===== src/verilog/timer_pkg.sv =====
// Constants for the dual reload timer and pulse generator
// What this block does
// - Dual mode: two independent 8-bit reload timers
// - Run bit starts; clearing stops and reloads
// - Overflow sets flag, reloads, keeps counting
// - Interrupt request when flag and enable set
// - Pulse mode: high timer, low pulse generator
// - Output low from reload until compare value
// - Pulse period 256 minus reload; flag per overflow
// - New low compare applies next period only
// - 16-bit: low overflow clocks the high counter
// - 16-bit clock full, or half when high stopped
// - In 16-bit, low run controls all bits
// - Variable pulse sets high flag on overflow
// - High reload selects length 9 to 16 bits
// - Large period of up to 256 small periods
// - Low compare plus high compare give low time
// - Only allowed upper high compare bits count
// - 14-bit: 64 minus hc normal, hc wider
// - New compare waits for longest period end
// - Long mode bit selects 8 or 16 bits
// - Compare loads on low or high overflow
// - Interrupt vectors to address 002BH
package timer_pkg;
  // Register indices, byte address is four times the index
  localparam logic [9:0] IDX_CONTROL      = 10'h118;
  localparam logic [9:0] IDX_LOW_COMPARE  = 10'h11A;
  localparam logic [9:0] IDX_LOW          = 10'h11B;
  localparam logic [9:0] IDX_HIGH_COMPARE = 10'h11C;
  localparam logic [9:0] IDX_HIGH         = 10'h11D;
  localparam logic [9:0] IDX_PIN_CONTROL  = 10'h11E;
  // Bus address width
  localparam int         ADDR_W           = 12;
  // Control register fields
  localparam int         CTL_HIGH_RUN     = 7;
  localparam int         CTL_LOW_RUN      = 6;
  localparam int         CTL_LONG_MODE    = 5;
  localparam int         CTL_UPDATE_EN    = 4;
  localparam int         CTL_HIGH_OVF     = 3;
  localparam int         CTL_HIGH_IE      = 2;
  localparam int         CTL_LOW_OVF      = 1;
  localparam int         CTL_LOW_IE       = 0;
  // Pin control fields
  localparam int         PIN_SEL_TIMER    = 0;
  localparam int         PIN_PORT_DATA    = 1;
  // Reset and counting values
  localparam logic [7:0] BYTE_RESET       = 8'h00;
  localparam logic [1:0] PIN_CTL_RESET    = 2'h0;
  localparam logic [7:0] COUNTER_TOP      = 8'hFF;
  localparam logic [7:0] COUNT_STEP       = 8'h01;
  localparam logic [8:0] SMALL_PERIOD     = 9'h100;
  // Interrupt vector address
  localparam logic [15:0] IRQ_VECTOR      = 16'h002B;
  // Bus responses
  localparam logic [1:0] RESP_OKAY        = 2'h0;
  localparam logic [1:0] RESP_SLVERR      = 2'h2;
endpackage : timer_pkg

===== src/verilog/dual_reload_timer_pulse_gen.sv =====
// Dual 8-bit reload timer with pulse generator behind an AXI4-Lite slave
//
// Chosen here: the placing of the registers and the AXI4-Lite slave port.
module dual_reload_timer_pulse_gen (
  // Clock and reset
  input  wire logic        aclk,
  input  wire logic        aresetn,
  // Write address channel
  input  wire logic [11:0] s_axi_awaddr,
  input  wire logic        s_axi_awvalid,
  output logic             s_axi_awready,
  // Write data channel
  input  wire logic [31:0] s_axi_wdata,
  input  wire logic [3:0]  s_axi_wstrb,
  input  wire logic        s_axi_wvalid,
  output logic             s_axi_wready,
  // Write response channel
  output logic [1:0]       s_axi_bresp,
  output logic             s_axi_bvalid,
  input  wire logic        s_axi_bready,
  // Read address channel
  input  wire logic [11:0] s_axi_araddr,
  input  wire logic        s_axi_arvalid,
  output logic             s_axi_arready,
  // Read data channel
  output logic [31:0]      s_axi_rdata,
  output logic [1:0]       s_axi_rresp,
  output logic             s_axi_rvalid,
  input  wire logic        s_axi_rready,
  // Timer outputs
  output logic             pulse_out_pin,
  output logic             irq,
  output logic [15:0]      irq_vector
);

  // Register map, one byte in each word
  // Control: run, width, update, flags
  // Low compare: low compare value
  // Low: reload on write, count on read
  // High compare: high compare value
  // High: reload on write, count on read
  // Pin control: pin function, port data
  // Unmapped or misaligned: SLVERR, no store
  // Upper read bits always zero

  // Bus handshake state
  logic        awready_ff;      // Address and data taken together
  logic        bvalid_ff;       // Write answer pending
  logic [1:0]  bresp_ff;        // Write answer code
  logic        arready_ff;      // Read address taken
  logic        rvalid_ff;       // Read answer pending
  logic [1:0]  rresp_ff;        // Read answer code
  logic [31:0] rdata_ff;        // Read answer data
  logic        nxt_awready;
  logic        nxt_bvalid;
  logic [1:0]  nxt_bresp;
  logic        nxt_arready;
  logic        nxt_rvalid;
  logic [1:0]  nxt_rresp;
  logic [31:0] nxt_rdata;

  // Timer state
  logic [7:0]  control_ff;      // Timer control register
  logic [7:0]  high_reload_ff;  // High counter reload
  logic [7:0]  low_reload_ff;   // Low counter reload
  logic [7:0]  low_compare_ff;  // Software low compare
  logic [7:0]  high_compare_ff; // Software high compare
  logic [7:0]  high_counter_ff; // High up-counter
  logic [7:0]  low_counter_ff;  // Low up-counter
  logic [7:0]  act_low_cmp_ff;  // Low compare seen by comparator
  logic [7:0]  act_high_cmp_ff; // High compare seen by comparator
  logic        half_ff;         // Half-rate clock phase
  logic [1:0]  pin_control_ff;  // Pin function and port data
  logic        pulse_ff;        // Generator waveform
  logic        pin_ff;          // Pin level
  logic        irq_ff;          // Interrupt request
  logic [15:0] vector_ff;       // Vector address
  logic [7:0]  nxt_control;
  logic [7:0]  nxt_high_reload;
  logic [7:0]  nxt_low_reload;
  logic [7:0]  nxt_low_compare;
  logic [7:0]  nxt_high_compare;
  logic [7:0]  nxt_high_counter;
  logic [7:0]  nxt_low_counter;
  logic [7:0]  nxt_act_low_cmp;
  logic [7:0]  nxt_act_high_cmp;
  logic        nxt_half;
  logic [1:0]  nxt_pin_control;
  logic        nxt_pulse;
  logic        nxt_pin;
  logic        nxt_irq;
  logic [15:0] nxt_vector;

  // Helpers rebuilt every cycle
  // Decoded controls and timer events
  logic        wr_fire;         // Write handshake this cycle
  logic        wr_ok;           // Write hits a mapped register
  logic [9:0]  wr_idx;          // Write register index
  logic [9:0]  rd_idx;          // Read register index
  logic        high_run;
  logic        low_run;
  logic        long_mode;
  logic        low_tick;        // Low counter advances
  logic        high_tick;       // High counter advances
  logic        low_ovf;         // Low counter wraps
  logic        high_ovf;        // High counter wraps
  logic [7:0]  period_idx;      // Small period index in large period
  logic [8:0]  period_cnt;      // Small periods per large period
  logic [16:0] extra_prod;      // Scaled high compare
  logic        extra_low;       // This small period is one clock wider
  logic [8:0]  low_limit;       // Low time of current small period

  // Vector too, so every output is a flop
  // Outputs straight from flip-flops
  assign s_axi_awready = awready_ff;
  assign s_axi_wready  = awready_ff;
  assign s_axi_bvalid  = bvalid_ff;
  assign s_axi_bresp   = bresp_ff;
  assign s_axi_arready = arready_ff;
  assign s_axi_rvalid  = rvalid_ff;
  assign s_axi_rresp   = rresp_ff;
  assign s_axi_rdata   = rdata_ff;
  assign pulse_out_pin = pin_ff;
  assign irq           = irq_ff;
  assign irq_vector    = vector_ff;

  // Write taken only with address and data valid
  // Ready pulses one cycle per taken request
  // Answer rises the cycle after the taking edge
  // Answer and code held until the master takes them
  // Pending answer blocks the next request of its kind

  // Bus slave next state
  always_comb begin
    wr_idx      = s_axi_awaddr[11:2];
    rd_idx      = s_axi_araddr[11:2];
    wr_fire     = awready_ff & s_axi_awvalid & s_axi_wvalid;
    wr_ok       = (s_axi_awaddr[1:0] == 2'h0) &&
                  (wr_idx == timer_pkg::IDX_CONTROL || wr_idx == timer_pkg::IDX_LOW_COMPARE ||
                   wr_idx == timer_pkg::IDX_LOW || wr_idx == timer_pkg::IDX_HIGH_COMPARE ||
                   wr_idx == timer_pkg::IDX_HIGH || wr_idx == timer_pkg::IDX_PIN_CONTROL);
    // Take address and data only when both are offered
    nxt_awready = s_axi_awvalid & s_axi_wvalid & ~awready_ff & ~bvalid_ff;
    nxt_bvalid  = bvalid_ff;
    nxt_bresp   = bresp_ff;
    if (wr_fire) begin
      // Answer follows the taken write
      nxt_bvalid = 1'b1;
      nxt_bresp  = wr_ok ? timer_pkg::RESP_OKAY : timer_pkg::RESP_SLVERR;
    end else if (bvalid_ff && s_axi_bready) begin
      // Answer collected
      nxt_bvalid = 1'b0;
    end
    nxt_arready = s_axi_arvalid & ~arready_ff & ~rvalid_ff;
    nxt_rvalid  = rvalid_ff;
    nxt_rresp   = rresp_ff;
    nxt_rdata   = rdata_ff;
    if (arready_ff && s_axi_arvalid) begin
      // Sample the addressed register
      nxt_rvalid = 1'b1;
      nxt_rresp  = timer_pkg::RESP_OKAY;
      nxt_rdata  = 32'h0000_0000;
      if (s_axi_araddr[1:0] != 2'h0) begin
        nxt_rresp = timer_pkg::RESP_SLVERR;
      end else begin
        // Reload words read back the live count
        unique case (rd_idx)
          timer_pkg::IDX_CONTROL:      nxt_rdata[7:0] = control_ff;
          timer_pkg::IDX_LOW_COMPARE:  nxt_rdata[7:0] = low_compare_ff;
          timer_pkg::IDX_LOW:          nxt_rdata[7:0] = low_counter_ff;
          timer_pkg::IDX_HIGH_COMPARE: nxt_rdata[7:0] = high_compare_ff;
          timer_pkg::IDX_HIGH:         nxt_rdata[7:0] = high_counter_ff;
          timer_pkg::IDX_PIN_CONTROL:  nxt_rdata[1:0] = pin_control_ff;
          default:                     nxt_rresp      = timer_pkg::RESP_SLVERR;
        endcase
      end
    end else if (rvalid_ff && s_axi_rready) begin
      // Read data collected
      nxt_rvalid = 1'b0;
    end
  end

  // Reset leaves no ready and no answer pending
  // Read data holds the last answer
  // Bus slave registers
  always_ff @(posedge aclk) begin
    if (!aresetn) begin
      awready_ff <= 1'b0;
      bvalid_ff  <= 1'b0;
      bresp_ff   <= timer_pkg::RESP_OKAY;
      arready_ff <= 1'b0;
      rvalid_ff  <= 1'b0;
      rresp_ff   <= timer_pkg::RESP_OKAY;
      rdata_ff   <= 32'h0000_0000;
    end else begin
      awready_ff <= nxt_awready;
      bvalid_ff  <= nxt_bvalid;
      bresp_ff   <= nxt_bresp;
      arready_ff <= nxt_arready;
      rvalid_ff  <= nxt_rvalid;
      rresp_ff   <= nxt_rresp;
      rdata_ff   <= nxt_rdata;
    end
  end

  // Low counter steps each cycle in 8-bit mode
  // Half rate: low counter steps every other cycle
  // Half-rate phase rests at zero when unused
  // Overflow is a step taken from the top count
  // Long mode: high counter steps on low overflow

  // Timer next state
  always_comb begin
    high_run  = control_ff[timer_pkg::CTL_HIGH_RUN];
    low_run   = control_ff[timer_pkg::CTL_LOW_RUN];
    long_mode = control_ff[timer_pkg::CTL_LONG_MODE];

    // Half rate toggles only in long mode with high run clear
    nxt_half  = (long_mode & low_run & ~high_run) ? ~half_ff : 1'b0;
    // Low counter: every cycle in 8-bit mode, full or half rate in long mode
    low_tick  = low_run & (~long_mode | high_run | half_ff);
    low_ovf   = low_tick & (low_counter_ff == timer_pkg::COUNTER_TOP);
    // High counter: own run bit in 8-bit mode, low overflow in long mode
    high_tick = long_mode ? low_ovf : high_run;
    high_ovf  = high_tick & (high_counter_ff == timer_pkg::COUNTER_TOP);

    // Overflow reload beats the plain step
    // Low counter
    if (!low_run) begin
      nxt_low_counter = low_reload_ff;
    end else if (low_ovf) begin
      nxt_low_counter = low_reload_ff;
    end else if (low_tick) begin
      nxt_low_counter = low_counter_ff + timer_pkg::COUNT_STEP;
    end else begin
      nxt_low_counter = low_counter_ff;
    end

    // In 8-bit mode its own run bit controls it
    // High counter; in long mode the low run bit holds all 16 bits
    if (long_mode ? !low_run : !high_run) begin
      nxt_high_counter = high_reload_ff;
    end else if (high_ovf) begin
      nxt_high_counter = high_reload_ff;
    end else if (high_tick) begin
      nxt_high_counter = high_counter_ff + timer_pkg::COUNT_STEP;
    end else begin
      nxt_high_counter = high_counter_ff;
    end

    // Writes with lane zero disabled store nothing
    // Reload words take writes, counters are read
    // Software writes
    nxt_control      = control_ff;
    nxt_high_reload  = high_reload_ff;
    nxt_low_reload   = low_reload_ff;
    nxt_low_compare  = low_compare_ff;
    nxt_high_compare = high_compare_ff;
    nxt_pin_control  = pin_control_ff;
    if (wr_fire && wr_ok && s_axi_wstrb[0]) begin
      unique case (wr_idx)
        timer_pkg::IDX_CONTROL:      nxt_control      = s_axi_wdata[7:0];
        timer_pkg::IDX_LOW_COMPARE:  nxt_low_compare  = s_axi_wdata[7:0];
        timer_pkg::IDX_LOW:          nxt_low_reload   = s_axi_wdata[7:0];
        timer_pkg::IDX_HIGH_COMPARE: nxt_high_compare = s_axi_wdata[7:0];
        timer_pkg::IDX_HIGH:         nxt_high_reload  = s_axi_wdata[7:0];
        default:                     nxt_pin_control  = s_axi_wdata[1:0];
      endcase
    end
    // Software clears a flag by writing zero
    // Flags set by hardware or by a software write of one; a hardware set beats a clear in the same cycle
    if (low_ovf) begin
      nxt_control[timer_pkg::CTL_LOW_OVF] = 1'b1;
    end
    if (high_ovf) begin
      nxt_control[timer_pkg::CTL_HIGH_OVF] = 1'b1;
    end

    // Stopped: copy follows the registers
    // Running: copy only at a period end
    // Period end: low overflow, or high in long mode
    // Clear update enable to freeze the copy
    // Comparator data: follows registers while stopped, else at period end
    if (!low_run) begin
      nxt_act_low_cmp  = low_compare_ff;
      nxt_act_high_cmp = high_compare_ff;
    end else if (control_ff[timer_pkg::CTL_UPDATE_EN] && (long_mode ? high_ovf : low_ovf)) begin
      nxt_act_low_cmp  = low_compare_ff;
      nxt_act_high_cmp = high_compare_ff;
    end else begin
      nxt_act_low_cmp  = act_low_cmp_ff;
      nxt_act_high_cmp = act_high_cmp_ff;
    end

    // Long mode: large period of small periods
    // Small period: one full low counter lap
    // High reload sets the small period count
    // Low compare sets the low time of each
    // Some small periods get one more low clock
    // Their count is the high compare, scaled
    // Scaling drops bits the length cannot use
    // Wider periods come first in the large one
    // Variable length: small periods per large period from high reload
    period_cnt = timer_pkg::SMALL_PERIOD - {1'b0, high_reload_ff};
    period_idx = high_counter_ff - high_reload_ff;
    // Scaling by period count drops the high compare bits beyond the length
    extra_prod = {9'h000, act_high_cmp_ff} * {8'h00, period_cnt};
    // First periods of the large period get one extra low clock
    extra_low  = period_idx < extra_prod[15:8];
    low_limit  = {1'b0, act_low_cmp_ff} + {8'h00, extra_low};

    // Pulse flop then pin flop: pin lags by two
    // Equal lag on both edges keeps widths exact
    // Waveform low until counter reaches the compare value
    if (long_mode) begin
      nxt_pulse = {1'b0, low_counter_ff} >= low_limit;
    end else begin
      nxt_pulse = low_counter_ff >= act_low_cmp_ff;
    end

    // Port data bit drives the pin otherwise
    // Pin shows the waveform only when its function selects the timer
    nxt_pin = pin_control_ff[timer_pkg::PIN_SEL_TIMER] ? pulse_ff :
              pin_control_ff[timer_pkg::PIN_PORT_DATA];

    // Request is a level, not a pulse
    // Drops the cycle after the flag clears
    // Request while any flag meets its enable
    nxt_irq = (control_ff[timer_pkg::CTL_HIGH_OVF] & control_ff[timer_pkg::CTL_HIGH_IE]) |
              (control_ff[timer_pkg::CTL_LOW_OVF] & control_ff[timer_pkg::CTL_LOW_IE]);
    // Vector address is fixed
    nxt_vector = timer_pkg::IRQ_VECTOR;
  end

  // Synchronous reset clears every register but the vector
  // Vector flop reloads its fixed address
  // Counters restart at the zero reload value
  // Timer registers, all but the vector cleared by reset
  always_ff @(posedge aclk) begin
    if (!aresetn) begin
      control_ff      <= timer_pkg::BYTE_RESET;
      high_reload_ff  <= timer_pkg::BYTE_RESET;
      low_reload_ff   <= timer_pkg::BYTE_RESET;
      low_compare_ff  <= timer_pkg::BYTE_RESET;
      high_compare_ff <= timer_pkg::BYTE_RESET;
      high_counter_ff <= timer_pkg::BYTE_RESET;
      low_counter_ff  <= timer_pkg::BYTE_RESET;
      act_low_cmp_ff  <= timer_pkg::BYTE_RESET;
      act_high_cmp_ff <= timer_pkg::BYTE_RESET;
      half_ff         <= 1'b0;
      pin_control_ff  <= timer_pkg::PIN_CTL_RESET;
      pulse_ff        <= 1'b0;
      pin_ff          <= 1'b0;
      irq_ff          <= 1'b0;
      vector_ff       <= timer_pkg::IRQ_VECTOR;
    end else begin
      control_ff      <= nxt_control;
      high_reload_ff  <= nxt_high_reload;
      low_reload_ff   <= nxt_low_reload;
      low_compare_ff  <= nxt_low_compare;
      high_compare_ff <= nxt_high_compare;
      high_counter_ff <= nxt_high_counter;
      low_counter_ff  <= nxt_low_counter;
      act_low_cmp_ff  <= nxt_act_low_cmp;
      act_high_cmp_ff <= nxt_act_high_cmp;
      half_ff         <= nxt_half;
      pin_control_ff  <= nxt_pin_control;
      pulse_ff        <= nxt_pulse;
      pin_ff          <= nxt_pin;
      irq_ff          <= nxt_irq;
      vector_ff       <= nxt_vector;
    end
  end

endmodule : dual_reload_timer_pulse_gen


===== config.mk =====
export PLATFORM = sky130hd
export DESIGN_NAME = dual_reload_timer_pulse_gen
export DESIGN_NICKNAME = d
export VERILOG_FILES = /design/src/verilog/timer_pkg.sv /design/src/verilog/dual_reload_timer_pulse_gen.sv
export SDC_FILE = /design/constraint.sdc
export NUM_CORES = 1
export LEC_CHECK = 0
export BUFFER_PORTS_ARGS = -buffer_cell sky130_fd_sc_hd__buf_4
export CORE_MARGIN = 5
export CORE_UTILIZATION = 58
export DETAILED_ROUTE_END_ITERATION = 8
export HOLD_SLACK_MARGIN = 0.05
export PLACE_DENSITY = 0.82
export SYNTH_ARGS = -nofsm -noshare
export SYNTH_HDL_FRONTEND = slang
export SYNTH_SLANG_ARGS = --single-unit

===== constraint.sdc =====
create_clock -name aclk -period 8.38 [get_ports aclk]
set_input_delay 0 -clock aclk [delete_from_list [all_inputs] [get_ports aclk]]
set_output_delay 0 -clock aclk [all_outputs]
set_load 0.005 [all_outputs]

Word level (Yosys, flattened, before mapping)
Index checks and enable logic that the tools add are counted.
{"block": "totals", "regBits": 94, "latchBits": 0, "mem_bits_rw": 0, "mem_bits_ro": 0, "output_inout_bits": 59, "elab_cells": 136, "mem_count": 0}
{"block": "op_classes", "add_sub_neg": 5, "mul": 1, "n_div": 0, "magnitude_cmp": 3, "n_eq_ne": 16, "shift": 0, "n_mux": 29, "bitwise_logic": 25, "reduce_logical": 34}
{"cell": "== test 10 x 9 -> 1 bit (second input constant)", "n": 12}
{"cell": "2-to-1 mux 8 bit", "n": 11}
{"cell": "one-hot mux 6 bit (5 select lines)", "n": 1}
{"cell": "AND reduction 2 bit", "n": 9}
{"cell": "adder 8 x 1 -> 8 bit (second input constant)", "n": 2}
{"cell": "== test 8 bit (second input constant)", "n": 2}
{"cell": "multiplier 8 x 9 -> 16 bit", "n": 1}
{"cell": "AND 1 bit", "n": 14}
{"cell": "nonzero test 2 bit", "n": 7}
{"cell": "one-hot mux 2 bit (6 select lines)", "n": 1}
{"cell": "2-to-1 mux 1 bit", "n": 11}
{"cell": "adder 8 x 1 -> 9 bit", "n": 1}
{"cell": ">= comparator 8 x 9 -> 1 bit", "n": 1}
{"cell": "subtractor 9 x 8 -> 9 bit (first input constant)", "n": 1}
{"cell": ">= comparator 8 bit", "n": 1}
{"cell": "< comparator 8 bit", "n": 1}
{"cell": "2-to-1 mux 4 bit", "n": 2}
{"cell": "NOT 1 bit", "n": 8}
{"cell": "subtractor 8 bit", "n": 1}
{"cell": "logical AND 1 bit", "n": 7}
{"cell": "2-to-1 mux 2 bit", "n": 3}
{"cell": "OR reduction 6 bit", "n": 1}
{"cell": "logical OR 1 bit", "n": 5}
{"cell": "OR reduction 5 bit", "n": 1}
{"cell": "other kinds (6)", "n": 9}

Longest topological paths before layout
{"block": "logic_depth", "word_depth": 11, "depth_mapped": 35}

Worst setup path before layout
No wires, ideal clock.
{"block": "synth_path", "path_kind": "register -> register", "from": "register high_reload_ff[1]", "to": "register pulse_ff", "setup_ns": 0.117, "arrival_ns": 7.100, "required_time_ns": 8.263, "slack_ns": 1.164, "stages_incl_launch_ff": 34, "path_cell_list": "dfxtp_1 > inv_1 > ha_1 > nand3_1 > xnor2_1 > nand2_1 > fa_1 > fa_1 > inv_1 > fa_1 > inv_1 > fa_1 > inv_1 > ha_1 > a2111oi_0 > o41ai_1 > a21oi_1 > nor2b_1 > a31oi_1 > xor2_1 > ha_1 > a211oi_1 > nand2_1 > o31ai_1 > ha_1 > ha_1 > nand2_1 > nor2_1 > xnor2_1 > ha_1 > or4_1 > o2111ai_1 > a31oi_1 > a22o_1"}
{"block": "synth_via", "elab_chain_len": 6, "elab_cells_between_ends": 7}
{"element": "start, declared", "line": "dual_reload_timer_pulse_gen.sv:64", "text": "logic [7:0] high_reload_ff;"}
{"element": "start signal, assigned", "line": "dual_reload_timer_pulse_gen.sv:342", "text": "high_reload_ff <= timer_pkg::BYTE_RESET;"}
{"element": "start signal, assigned", "line": "dual_reload_timer_pulse_gen.sv:358", "text": "high_reload_ff <= nxt_high_reload;"}
{"element": "subtractor 9 x 8 -> 9 bit", "line": "dual_reload_timer_pulse_gen.sv:304", "text": "period_cnt = timer_pkg::SMALL_PERIOD - {1'b0, high_reload_ff};"}
{"element": "multiplier 8 x 9 -> 16 bit", "line": "dual_reload_timer_pulse_gen.sv:307", "text": "extra_prod = {9'h000, act_high_cmp_ff} * {8'h00, period_cnt};"}
{"element": "< comparator 8 bit (*)", "line": "dual_reload_timer_pulse_gen.sv:309", "text": "extra_low = period_idx < extra_prod[15:8];"}
{"element": "adder 8 x 1 -> 9 bit (*)", "line": "dual_reload_timer_pulse_gen.sv:310", "text": "low_limit = {1'b0, act_low_cmp_ff} + {8'h00, extra_low};"}
{"element": ">= comparator 8 x 9 -> 1 bit (*)", "line": "dual_reload_timer_pulse_gen.sv:316", "text": "nxt_pulse = {1'b0, low_counter_ff} >= low_limit;"}
{"element": "2-to-1 mux 1 bit (*)", "line": "dual_reload_timer_pulse_gen.sv:315", "text": "if (long_mode) begin"}
{"element": "end signal, assigned", "line": "dual_reload_timer_pulse_gen.sv:368", "text": "pulse_ff <= nxt_pulse;"}
{"element": "end, declared", "line": "dual_reload_timer_pulse_gen.sv:74", "text": "logic pulse_ff;"}
Mark *: on every way between the ends. The rest lies on a longest branch, timed or not.
A chain may end at the register's enable or synchronous reset.

Worst setup path after layout
{"block": "layout_path", "from": "register high_reload_ff[2]", "to": "register pulse_ff"}
The elaborated chain is that of the path after synthesis.

==> flow_summary.toml <==
[cells_and_area]
antenna-diode-count = 0
post_route_insts_no_fill = 1108
postLayoutCoreUtil_pct = 66.0
stdcell_area_um2 = 8700
nFillCells = 1056
flow.area_growth_from_synthesis_pct = 11.5
drive_above_1_share_pct = 11.8
finalNetCount = 1102

[logic_synthesis]
netlist_area_um2 = 7800
seq_area_frac_synth_pct = 23.6
post_synth.cell_area_avg_um2 = 8.99
synth.yosys.warnings = 0
netlist_instances = 868
postSynthRegisterBits = 92
ys_dominant_reg_cell = "dfxtp_1"
synth_edf_count = 0
asyncSetResetFlopFracSynth_pct = 0
synth.distinct_cells = 66

[worst_hold_path]
holdPathStages = 4
worst_hold_startpoint = "s_axi_araddr[1]"
min_to = "s_axi_rdata[0]"
hp-class = "input pin to flop"

[power]
cellPowerDensity_nw_per_um2 = 102
netSwitchingFraction_pct = 24.3
internal_power_mw = 0.672
power_frac_seq_pct = 49.5
power.static_leakage_nw = 3.83
clockPowerShare_pct = 44.3
ir_drop_mv = 0.135
total_switching_power_mw = 0.216
pwr-share-comb_pct = 6.2

[setup_path]
worst_ep_arrival_time_ns = 8.22
endpoint_kind = "flop"
kind_of_cell_adding_the_most_delay_to_the_critical_path = "adder cells"
start_kind = "flop"
slowest_delay_ns = 0.53
worst_setup_path_type = "flop to flop"
rr_endpoint = "pulse_ff"
timing.critical_path.slowest_stage_cell = "fa_1"
critical_path.max_fanout = 6
cp.buffers_inverters = 3
timing.reg2reg.setup_slack_ns = 0.40
rr_startpoint = "high_reload_ff[2]"
required_ns = 8.63
logic_depth_of_the_worst_register_to_register_path = 34

[sta]
clock_skew_ns = 0.00973
slew_violations = 0
final.period_utilization_pct = 95.2
period_minus_slack_ns = 7.98
relSlewSlack_pct = 36.0
fin_tns_setup_ns = 0
max_clock_freq_mhz = 125
unrepaired_setup_endpoints_after_global_routing = "false"
finalHoldWorstSlack_ns = 0.0765
hold_viol = 0
slew_worst_pin_ns = 0.953
setup_viol_count_final = 0

[place]
port_buffers = 56
placement.cell_area_um2 = 8190
placed_cells_incl_taps = 1075
finalWeightedCongestion = 0.878
dp.final_hpwl_mm = 13.6

[floorplanning]
die-height_um = 126
initial_core_util_pct = 59.1
io_pins = 126
die_width_um = 126
die_area_um2 = 15900
core_area_um2 = 13200
placementRows = 42

[global_routing]
wire_length_of_the_first_global_routing_pass_mm = 30.6
gr-usage-met1_pct = 32.4
grt.total_usage_pct = 23.6
pin_count_of_the_biggest_net_entering_global_routing = 91
grt_util_met2_pct = 37.5
global_route.overflow_total = 0
via_count_of_the_first_global_routing_pass = 6075
grt_antenna_before_repair = 0
top_usage_layer = "met2"
groute.layer.met3.usage_pct = 5.50

[clock_tree]
cts_inserted_buffers = 9
post-cts-setup-buffer-count = 0
tritoncts = "done"
clock_sink_count = 92
htree_num_levels = 3
clk_root_buffer_cell = "clkbuf_16"
clk_path_buf_depth = 2
clk_latency_ns = 0.35
clkTransAtPathRegs_ns = 0.07

[route]
drt_first_pass_iters = 5
avgRoutedWirePerCell_um = 16.6
drtIter0Drc = 438
postRouteWirelength_mm = 18.4
viasPerCell = 5.53
ant_nets = 0
post-route-drc-count = 0
vias = 6123

[status]
run_status = "complete, no violations"

[flow_run]
max_cap_violations = 0
-- worst max path at each step --
| stage | to | cells after the start | startpoint |
|---|---|---|---|
| final | pulse_ff | 34 | high_reload_ff[2] |
| after global routing | pulse_ff | 35 | high_reload_ff[1] |
| after CTS | pulse_ff | 32 | high_reload_ff[2] |
| after detailed placement | pulse_ff | 32 | high_reload_ff[2] |
| after global placement | pulse_ff | 31 | high_reload_ff[2] |
| after floorplan | pulse_ff | 33 | high_reload_ff[1] |
-- final cells by class --
class | instances | area [µm²] | share of cell area, %
Clock buffer | 9 | 225 | 2.59
Timing Repair Buffer | 83 | 666 | 7.65
Inverter | 69 | 259 | 2.98
Multi-Input combinational cell | 672 | 5430 | 62.4
Tap cell | 176 | 220 | 2.53
Sequential cell | 92 | 1840 | 21.2
Clock inverter | 7 | 60.1 | 0.690
-- cells in the final DEF, fill, tap and decap left out, types with 3 or more instances in the layout --
master	instances
nor3_1	12
and4_1	3
mux2i_1	67
dlygate4sd3_1	17
xnor2_1	21
nor2b_1	72
ha_1	65
nor4_1	4
o21ai_1	3
a21boi_0	6
nor2_1	21
xor2_1	7
and2_1	57
a21o_1	6
o31ai_1	6
a22o_1	7
clkbuf_16	9
o21ai_0	26
a21oi_1	28
buf_4	66
xnor2_2	3
nand2_1	55
dfxtp_1	92
a22oi_1	13
conb_1	42
o21a_1	6
a31oi_1	6
mux2_2	8
fa_1	41
nor4b_1	3
nand3_1	18
nand3b_1	4
a21boi_1	3
nand2b_1	8
inv_1	69
or3_1	4
and3_1	4
a221oi_1	3
-- logic make-up (layout without fill, tap and decap cells) --
group | count (synthesis) | count (layout) | synth area share, %
simple gates | 285 | 285 | 21.0
other cells | 2 | 42 | 0.0963
flops | 92 | 92 | 23.6
fa+ha+maj | 108 | 108 | 21.3
buf+inv | 144 | 168 | 9.37
mux | 75 | 75 | 9.75
xor+xnor | 31 | 31 | 3.48
compound gates | 131 | 131 | 11.4
-- state kept, by name, summed over array words and instances (netlist names) --
register / count
control_ff: 8
s_axi_bvalid: 1
high_counter_ff: 8
s_axi_rvalid: 1
low_compare_ff: 8
low_reload_ff: 8
s_axi_rdata: 8
act_high_cmp_ff: 8
pulse_out_pin: 1
act_low_cmp_ff: 8
irq: 1
high_compare_ff: 8
pulse_ff: 1
s_axi_rresp: 1
pin_control_ff: 2
s_axi_arready: 1
high_reload_ff: 8
s_axi_bresp: 1
s_axi_awready: 1
half_ff: 1
low_counter_ff: 8
-- power by group through the flow --
stage                     clock network [mW]  logic (mW)  registers [mW]
final                                  0.394      0.0551           0.439
after CTS                              0.400      0.0540           0.439
after global placement                     0      0.0477           0.449
after global routing                   0.420      0.0598           0.439
after detailed placement                   0      0.0482           0.449
after floorplan                            0      0.0385           0.449
-- layer usage --
metal  vias to the layer above  share of wire, %
met5                         -                 0
met4                         0               2.8
met3                        38               6.2
met2                       194                45
met1                      2904                46
li1                       2987                 -
-- tightest hold or removal path, stage by stage --
cell and delay [ns]:
buf_4 0.09, nor3_1 0.04, nand2_1 0.15, o31ai_1 0.10
-- what timing repair did --
| action | in CTS | in global routing |
|---|---|---|
| hold buffers | 17 | 0 |
| endpoints found under the setup margin | 0 | 1 |
| gates resized for setup | 0 | 10 |
| endpoints found under the hold margin | 49 | 0 |
-- Yosys cell counts, types with 4 or more instances --
library cell | count | share of area [%]
a21boi_0 | 6 | 0.58
a21o_1 | 6 | 0.58
a21oi_1 | 28 | 1.8
a22o_1 | 7 | 0.79
a22oi_1 | 13 | 1.3
a31oi_1 | 6 | 0.48
and2_1 | 57 | 4.6
and3_1 | 4 | 0.32
buf_4 | 44 | 4.2
clkbuf_1 | 25 | 1.2
dfxtp_1 | 92 | 24
fa_1 | 41 | 11
ha_1 | 67 | 11
inv_1 | 69 | 3.3
mux2_2 | 8 | 1.2
mux2i_1 | 67 | 8.6
nand2_1 | 55 | 2.6
nand2b_1 | 8 | 0.64
nand3_1 | 18 | 1.2
nand3b_1 | 4 | 0.39
nor2_1 | 21 | 1.0
nor2b_1 | 72 | 5.8
nor3_1 | 13 | 0.83
nor4_1 | 4 | 0.32
o21a_1 | 6 | 0.58
o21ai_0 | 26 | 1.7
o31ai_1 | 7 | 0.67
or3_1 | 4 | 0.32
xnor2_1 | 24 | 2.7
xor2_1 | 7 | 0.79
-- per-stage QoR --
step           setup slack, ns  power, mW
2_1_floorplan             1.16      0.488
5_1_grt                0.00793      0.919
6_report                 0.403      0.888
3_3_place_gp             0.456      0.497
3_5_place_dp             0.308      0.497
4_1_cts                  0.334      0.893
Power figures use the tool's default switching activity.
